`src/shared/rdcd_consts.svh`:
```
`ifndef RDCD_CONSTS_SVH
`define RDCD_CONSTS_SVH

// ****************************************
// Terminal and function codes
// ****************************************
`define RDCD_NUM_TERM      6
`define RDCD_FUNC_W        8
`define RDCD_FUNC_FWD      8'h00
`define RDCD_FUNC_REV      8'h01
`define RDCD_SRC_W         8
`define RDCD_SRC_TERMINAL  8'h01

// ****************************************
// Terminal positions and reset value
// ****************************************
`define RDCD_TERM_1        0
`define RDCD_TERM_2        1
`define RDCD_TERM_3        2
`define RDCD_TERM_4        3
`define RDCD_TERM_5        4
`define RDCD_TERM_6        5
`define RDCD_OUT_RST       1'h0

`endif

```
`src/shared/rdcd_pkg.sv`:
```
`default_nettype none
`include "rdcd_consts.svh"

package rdcd_pkg;

  typedef logic [`RDCD_FUNC_W-1:0] rdcd_func_t;
  typedef logic [`RDCD_SRC_W-1:0]  rdcd_src_t;

  typedef enum logic [1:0] {
    RDCD_DIR_STOP,
    RDCD_DIR_FWD,
    RDCD_DIR_REV
  } rdcd_mode_t;

endpackage

`default_nettype wire

```
`src/rtl/rdcd_term_decode.sv`:
```
`timescale 1ns/100ps
`default_nettype none
`include "rdcd_consts.svh"

module rdcd_term_decode (
  // Terminal
  input  wire logic              term_level,
  input  wire logic              term_nc,
  input  wire rdcd_pkg::rdcd_func_t func_sel,
  // Decoded commands
  output logic                   fwd_active,
  output logic                   rev_active
);
  import rdcd_pkg::*;

  logic level_eff;

  // Normally closed terminal reads open as asserted
  assign level_eff  = term_level ^ term_nc;
  assign fwd_active = level_eff & (func_sel == `RDCD_FUNC_FWD);
  assign rev_active = level_eff & (func_sel == `RDCD_FUNC_REV);

endmodule

`default_nettype wire

```
`src/rtl/rdcd_run_decode.sv`:
```
// Function
// - Forward run input high gives run forward, low gives stop.
// - Reverse run input high gives run reverse, low gives stop.
// - Forward and reverse active together give stop.
// - A normally closed terminal counts an open input as an active command.
// - Forward and reverse functions may be assigned to any of six terminals.
// - The keypad run direction setting does not affect the terminal commands.
// - Commands are levels, so a command already active after reset starts the motor.
`timescale 1ns/100ps
`default_nettype none
`include "rdcd_consts.svh"

module rdcd_run_decode (
  // Clock and reset
  input  wire logic                        ref_clk,
  input  wire logic                        rst_n,
  // Input terminals
  input  wire logic [`RDCD_NUM_TERM-1:0]   term_level,
  input  wire logic [`RDCD_NUM_TERM-1:0]   term_nc,
  // Configuration
  input  wire rdcd_pkg::rdcd_func_t        input_function_select_1,
  input  wire rdcd_pkg::rdcd_func_t        input_function_select_2,
  input  wire rdcd_pkg::rdcd_func_t        input_function_select_3,
  input  wire rdcd_pkg::rdcd_func_t        input_function_select_4,
  input  wire rdcd_pkg::rdcd_func_t        input_function_select_5,
  input  wire rdcd_pkg::rdcd_func_t        input_function_select_6,
  input  wire rdcd_pkg::rdcd_src_t         run_command_source_setting,
  input  wire logic                        keypad_run_direction_setting,
  // Status
  output logic                             run_mode,
  output logic                             dir_reverse,
  output logic                             forward_run_input,
  output logic                             reverse_run_input
);
  import rdcd_pkg::*;

  // ****************************************
  // Per-terminal decode
  // ****************************************

  logic [`RDCD_NUM_TERM-1:0] fwd_term;
  logic [`RDCD_NUM_TERM-1:0] rev_term;

  // Identical decoders, so either run function may sit on any terminal
  rdcd_term_decode u_dec_1 (
    .term_level (term_level[`RDCD_TERM_1]),
    .term_nc    (term_nc[`RDCD_TERM_1]),
    .func_sel   (input_function_select_1),
    .fwd_active (fwd_term[`RDCD_TERM_1]),
    .rev_active (rev_term[`RDCD_TERM_1])
  );

  rdcd_term_decode u_dec_2 (
    .term_level (term_level[`RDCD_TERM_2]),
    .term_nc    (term_nc[`RDCD_TERM_2]),
    .func_sel   (input_function_select_2),
    .fwd_active (fwd_term[`RDCD_TERM_2]),
    .rev_active (rev_term[`RDCD_TERM_2])
  );

  rdcd_term_decode u_dec_3 (
    .term_level (term_level[`RDCD_TERM_3]),
    .term_nc    (term_nc[`RDCD_TERM_3]),
    .func_sel   (input_function_select_3),
    .fwd_active (fwd_term[`RDCD_TERM_3]),
    .rev_active (rev_term[`RDCD_TERM_3])
  );

  rdcd_term_decode u_dec_4 (
    .term_level (term_level[`RDCD_TERM_4]),
    .term_nc    (term_nc[`RDCD_TERM_4]),
    .func_sel   (input_function_select_4),
    .fwd_active (fwd_term[`RDCD_TERM_4]),
    .rev_active (rev_term[`RDCD_TERM_4])
  );

  rdcd_term_decode u_dec_5 (
    .term_level (term_level[`RDCD_TERM_5]),
    .term_nc    (term_nc[`RDCD_TERM_5]),
    .func_sel   (input_function_select_5),
    .fwd_active (fwd_term[`RDCD_TERM_5]),
    .rev_active (rev_term[`RDCD_TERM_5])
  );

  rdcd_term_decode u_dec_6 (
    .term_level (term_level[`RDCD_TERM_6]),
    .term_nc    (term_nc[`RDCD_TERM_6]),
    .func_sel   (input_function_select_6),
    .fwd_active (fwd_term[`RDCD_TERM_6]),
    .rev_active (rev_term[`RDCD_TERM_6])
  );

  // ****************************************
  // Function merge
  // ****************************************

  logic fwd_any;
  logic rev_any;

  // Several terminals on one function are ORed
  assign fwd_any = |fwd_term;
  assign rev_any = |rev_term;

  // ****************************************
  // Source and keypad settings
  // ****************************************

  logic src_term;
  logic keypad_unused;

  // Any other source code leaves the terminals without effect on run_mode and dir_reverse
  assign src_term = (run_command_source_setting == `RDCD_SRC_TERMINAL);
  // Keypad routing only matters for the keypad key, never here
  assign keypad_unused = keypad_run_direction_setting;

  // ****************************************
  // Command classification
  // ****************************************

  logic cmd_fwd_only;
  logic cmd_rev_only;
  logic cmd_conflict;
  logic cmd_idle;

  assign cmd_fwd_only = fwd_any & ~rev_any;
  assign cmd_rev_only = rev_any & ~fwd_any;
  // Both at once stops rather than picking a winner, so a miswired pair fails safe
  assign cmd_conflict = fwd_any & rev_any;
  assign cmd_idle     = ~fwd_any & ~rev_any;

  // ****************************************
  // Mode resolution
  // ****************************************

  rdcd_mode_t mode_nxt;

  always_comb begin
    mode_nxt = RDCD_DIR_STOP;
    if (src_term) begin
      if (cmd_conflict) begin
        mode_nxt = RDCD_DIR_STOP;
      end else if (cmd_fwd_only) begin
        mode_nxt = RDCD_DIR_FWD;
      end else if (cmd_rev_only) begin
        mode_nxt = RDCD_DIR_REV;
      end else if (cmd_idle) begin
        mode_nxt = RDCD_DIR_STOP;
      end
    end
  end

  // ****************************************
  // Next values
  // ****************************************

  logic run_mode_nxt;
  logic dir_reverse_nxt;
  logic fwd_status_nxt;
  logic rev_status_nxt;

  assign run_mode_nxt    = (mode_nxt != RDCD_DIR_STOP);
  assign dir_reverse_nxt = (mode_nxt == RDCD_DIR_REV);
  // Status follows the terminals whatever the source, for monitoring
  assign fwd_status_nxt  = fwd_any;
  assign rev_status_nxt  = rev_any;

  // ****************************************
  // Registers
  // ****************************************

  logic run_mode_r;
  logic dir_reverse_r;
  logic fwd_status_r;
  logic rev_status_r;

  // No start latch: a command held through reset runs on the first edge after it
  always_ff @(posedge ref_clk) begin
    if (!rst_n) begin
      run_mode_r <= `RDCD_OUT_RST;
    end else begin
      run_mode_r <= run_mode_nxt;
    end
  end

  always_ff @(posedge ref_clk) begin
    if (!rst_n) begin
      dir_reverse_r <= `RDCD_OUT_RST;
    end else begin
      dir_reverse_r <= dir_reverse_nxt;
    end
  end

  always_ff @(posedge ref_clk) begin
    if (!rst_n) begin
      fwd_status_r <= `RDCD_OUT_RST;
    end else begin
      fwd_status_r <= fwd_status_nxt;
    end
  end

  always_ff @(posedge ref_clk) begin
    if (!rst_n) begin
      rev_status_r <= `RDCD_OUT_RST;
    end else begin
      rev_status_r <= rev_status_nxt;
    end
  end

  // ****************************************
  // Outputs
  // ****************************************

  // Straight from the flops, so no decode glitch reaches the pins
  assign run_mode          = run_mode_r;
  assign dir_reverse       = dir_reverse_r;
  assign forward_run_input = fwd_status_r;
  assign reverse_run_input = rev_status_r;

endmodule

`default_nettype wire

```
`config.mk`:
```
export PLATFORM = sky130hd
export DESIGN_NAME = rdcd_run_decode
export DESIGN_NICKNAME = d
export VERILOG_FILES = /design/src/shared/rdcd_pkg.sv /design/src/rtl/rdcd_term_decode.sv /design/src/rtl/rdcd_run_decode.sv
export VERILOG_INCLUDE_DIRS = /design/src /design/src/shared
export SDC_FILE = /design/constraint.sdc
export NUM_CORES = 1
export LEC_CHECK = 0
export BUFFER_PORTS_ARGS = -buffer_cell sky130_fd_sc_hd__buf_2
export CELL_PAD_IN_SITES_DETAIL_PLACEMENT = 1
export CELL_PAD_IN_SITES_GLOBAL_PLACEMENT = 1
export CORE_MARGIN = 2
export CORE_UTILIZATION = 12
export DETAILED_ROUTE_END_ITERATION = 10
export GPL_TIMING_DRIVEN = 0
export PLACE_DENSITY_LB_ADDON = 0.15
export SYNTH_ARGS = -nofsm -noshare
export SYNTH_HDL_FRONTEND = slang
export SYNTH_SLANG_ARGS = --single-unit
```
`constraint.sdc`:
```
create_clock -name ref_clk -period 1.1 [get_ports ref_clk]
set_input_delay 0.22 -clock ref_clk [delete_from_list [all_inputs] [get_ports ref_clk]]
set_output_delay 0.22 -clock ref_clk [all_outputs]
set_load 0.1 [all_outputs]
```
==> results.md <==
- For the pin with the worst max-slew slack, the measured transition is 281 ps.
- The slack of the critical path is 31.2 ps.
- The floorplan has 20 rows.
- The routability congestion estimate from global placement is 0.621.
- The number of ports placed on the die boundary is 75.
- OpenSTA, run right after detailed placement, puts the worst setup slack at -285 ps.
- The clock root buffer is clkbuf_4.
- The first global-routing pass estimated approximately 2700 um of wire.
- In this run, distinct cell masters in the synthesized netlist total 15.
- VDD sags by at most between 0.00015 and 0.0002 V.
- The number of nets in the synthesized netlist is approximately 120.
- Final hold analysis gives a worst-case slack of 228 ps.
- The total iterations of the first detailed-routing run is 3.
- The cell with the largest stage delay on the worst path is nor3_2.
- The share of the Yosys chip area taken by registers is 21.0%.
- For this run, the post-layout net count is between 150 and 200.
- The number of storage elements in the synthesis netlist is 4.
- The number of levels in the clock H-tree is 1.
- For the finished layout, the period the worst path requires is 1070 ps.
- 0 antenna diodes ended up in the layout.
- The count of vias placed by the detailed router is 673.
- The number of warnings printed during yosys synthesis is 0.
- Setup repair after global routing could not meet its margin everywhere.
- The highest cell delay on the worst timing path is 270 ps.
- Entering global routing, the biggest net connects 4 pins.
- The floorplan die width is 60.4 um.
- For this run, the number of standard cells in the final layout without fillers is 170.
- The vias per cell is 3.96.
- In this run the static leakage power is 0.000471 uW.
- The clock net sink count is 4.
- The startpoint of the tightest hold check path is rst_n.
- Cells with a size suffix above 1 make up about four fifths of the layout.
- The critical path startpoint is term_nc[1].
- The area growth from synthesis to layout is 159%.
- In this run, CTS created clock tree buffers numbering 3.
- TritonCTS built the clock tree.
- STA classifies the critical path endpoint as a register.
- The effective utilization at floorplan is 12.6%.
- The most common library cell in the layout ignoring fill and taps is buf_2.
- The standard cell core area is ~0.003 sq mm.
- The setup total negative slack is 0 ps.
- In the final routed layout, each cell accounts on average for 9.91 um.
- The startpoint type of the worst setup path is a primary input.
- The floorplan step defined a die boundary enclosing about 0.0036 sq mm.
- The number of slew-limit violations in the final report is 0.
- Traced cell by cell, the critical path runs through buf_2 -> xor2_1 -> nand3_1 -> o22ai_2 -> nor3_2 -> and2b_2.
- For the worst setup path, the data required time is about 1200 ps.
- STA puts the critical path data arrival time at 1190 ps.
- The critical path is of the primary input to register type.
- The number of hold buffers added after CTS was 0.
- Each instance of the synthesized netlist takes up on average 7.63 sq um.
- The number of failing hold endpoints at the final stage is 0.
- The path with the worst hold slack has its endpoint at forward_run_input.
- The fraction of the cycle the final worst path needs is 97.2%.
- Max-cap violations in this run came to 0.
- Measured along the y axis, the die boundary spans 60.4 um.
- The power density normalized to cell area is about 550 mW/mm^2.
- The worst hold path depth is 2.
- In this run the remaining antenna-violating nets after routing total 0.
- The cell area after synthesis is 382 sq um.
- Summed over all layers, the routed wires come to 1690 um.
- The flow ran to the end, and the final reports show no timing, DRC or antenna violations.
- Derived from the worst setup path, the maximum achievable clock frequency is 936 MHz.
- After technology mapping, the gate count stands at 50.
- For this run, the total global-route usage over all layers was measured as 9.52%.
- Global routing finished with a remaining overflow of 0.
- Of all nets on the critical path, the largest fanout is 3.
- The via count of the first global-routing pass is 717.
- The HPWL after detailed placement is 1540 um.
- In the routed design, unresolved DRC markers number 0.
- The worst-case headroom to the max-slew limit is 81.4%.
- The number of antenna violations at the first check in global routing is 0.
- In the layout the commonest cells are buf_2 (64), xor2_1 (6), nor3_1 (6), o22ai_2 (6), inv_1 (6).
- In this run, the number of DRC markers left after iteration 0 of detailed routing was 2.
- The worst hold-check path type is primary input to register.
- The clock edge transition at the registers on the reported setup and hold paths is around 40 ps.
- The total power is between 500 and 600 uW.
- In this run, placement finished with an instance count of 167.
- The total of buffers placed on input and output ports is 73.
- The maximum root-to-sink buffer count is 2.
- The number of setup violations in the final report is 0.
-- sequential cells by signal, indices dropped and copies added (netlist names) --
| signal | count |
|---|---|
| dir_reverse | 1 |
| forward_run_input | 1 |
| reverse_run_input | 1 |
| run_mode | 1 |
-- worst max-delay path by stage --
stage / endpoint / cells after the start
after floorplan: run_mode / 6
final: reverse_run_input / 6
after global placement: run_mode / 7
after detailed placement: run_mode / 7
after CTS: run_mode / 7
after global routing: run_mode / 7
-- cell usage after synthesis --
cell type,instances,area [sq um]
and2b_1,1,7.51
and2b_2,1,8.76
dfxtp_1,4,80.1
inv_1,6,22.5
nand3_1,6,30.0
nand4b_1,1,8.76
nor2_1,1,3.75
nor3_1,6,30.0
nor3_2,2,20.0
nor3b_1,2,15.0
nor4_1,5,31.3
nor4_2,2,25.0
o22ai_1,6,37.5
xnor2_1,1,8.76
xor2_1,6,52.6
-- critical path: cells and delay by family --
| kind | cells | cell delay (ps) |
|---|---|---|
| AO/OA/AOI/OAI | 1 | 90 |
| XOR/XNOR | 1 | 150 |
| buffers and inverters | 1 | 100 |
| AND/OR/NAND/NOR | 3 | 630 |
-- per-layer routing --
layer / wire, um / vias up / track usage, %
met5: 0 / - / 0
met4: 12 / 0 / 5.08
met3: 114 / 2 / 1.28
met2: 969 / 31 / 18.2
met1: 588 / 300 / 9.97
li1: - / 340 / -
-- per-stage QoR --
stage	cell area [sq um]	utilization, %
after floorplan	399	-
after global placement	820	27.1
after detailed placement	820	27.1
after CTS	977	32.3
after global routing	988	32.6
final	988	32.6
-- final cells by class --
class	count	area [sq um]
fillers	377	2040
repair buffers	73	407
multi-input cells	40	397
flip-flops and latches	4	85.1
well taps	44	55.1
clock buffers	3	22.5
inverters	6	22.5
-- where the power goes --
group	internal (uW)	leakage [uW]	switching [uW]
clock	122	0.0000138	58.2
combinational	127	0.000423	86.4
sequential	146	0.0000343	0.128
-- cell families (layout without fill, tap and decap cells) --
| logic type | after synthesis | count (layout) | synth area share [%] |
|---|---|---|---|
| simple gates | 27 | 27 | 47.2 |
| flops | 4 | 4 | 21.0 |
| buf+inv | 6 | 82 | 5.90 |
| compound gates | 6 | 6 | 9.84 |
| xor+xnor | 7 | 7 | 16.1 |
-- what timing repair did --
action,4_1_cts,5_1_grt
pin swaps,19,8
endpoints found under the setup margin,5,4
buffers inserted,0,0
gates resized for setup,23,2
Power figures use the tool's default switching activity.
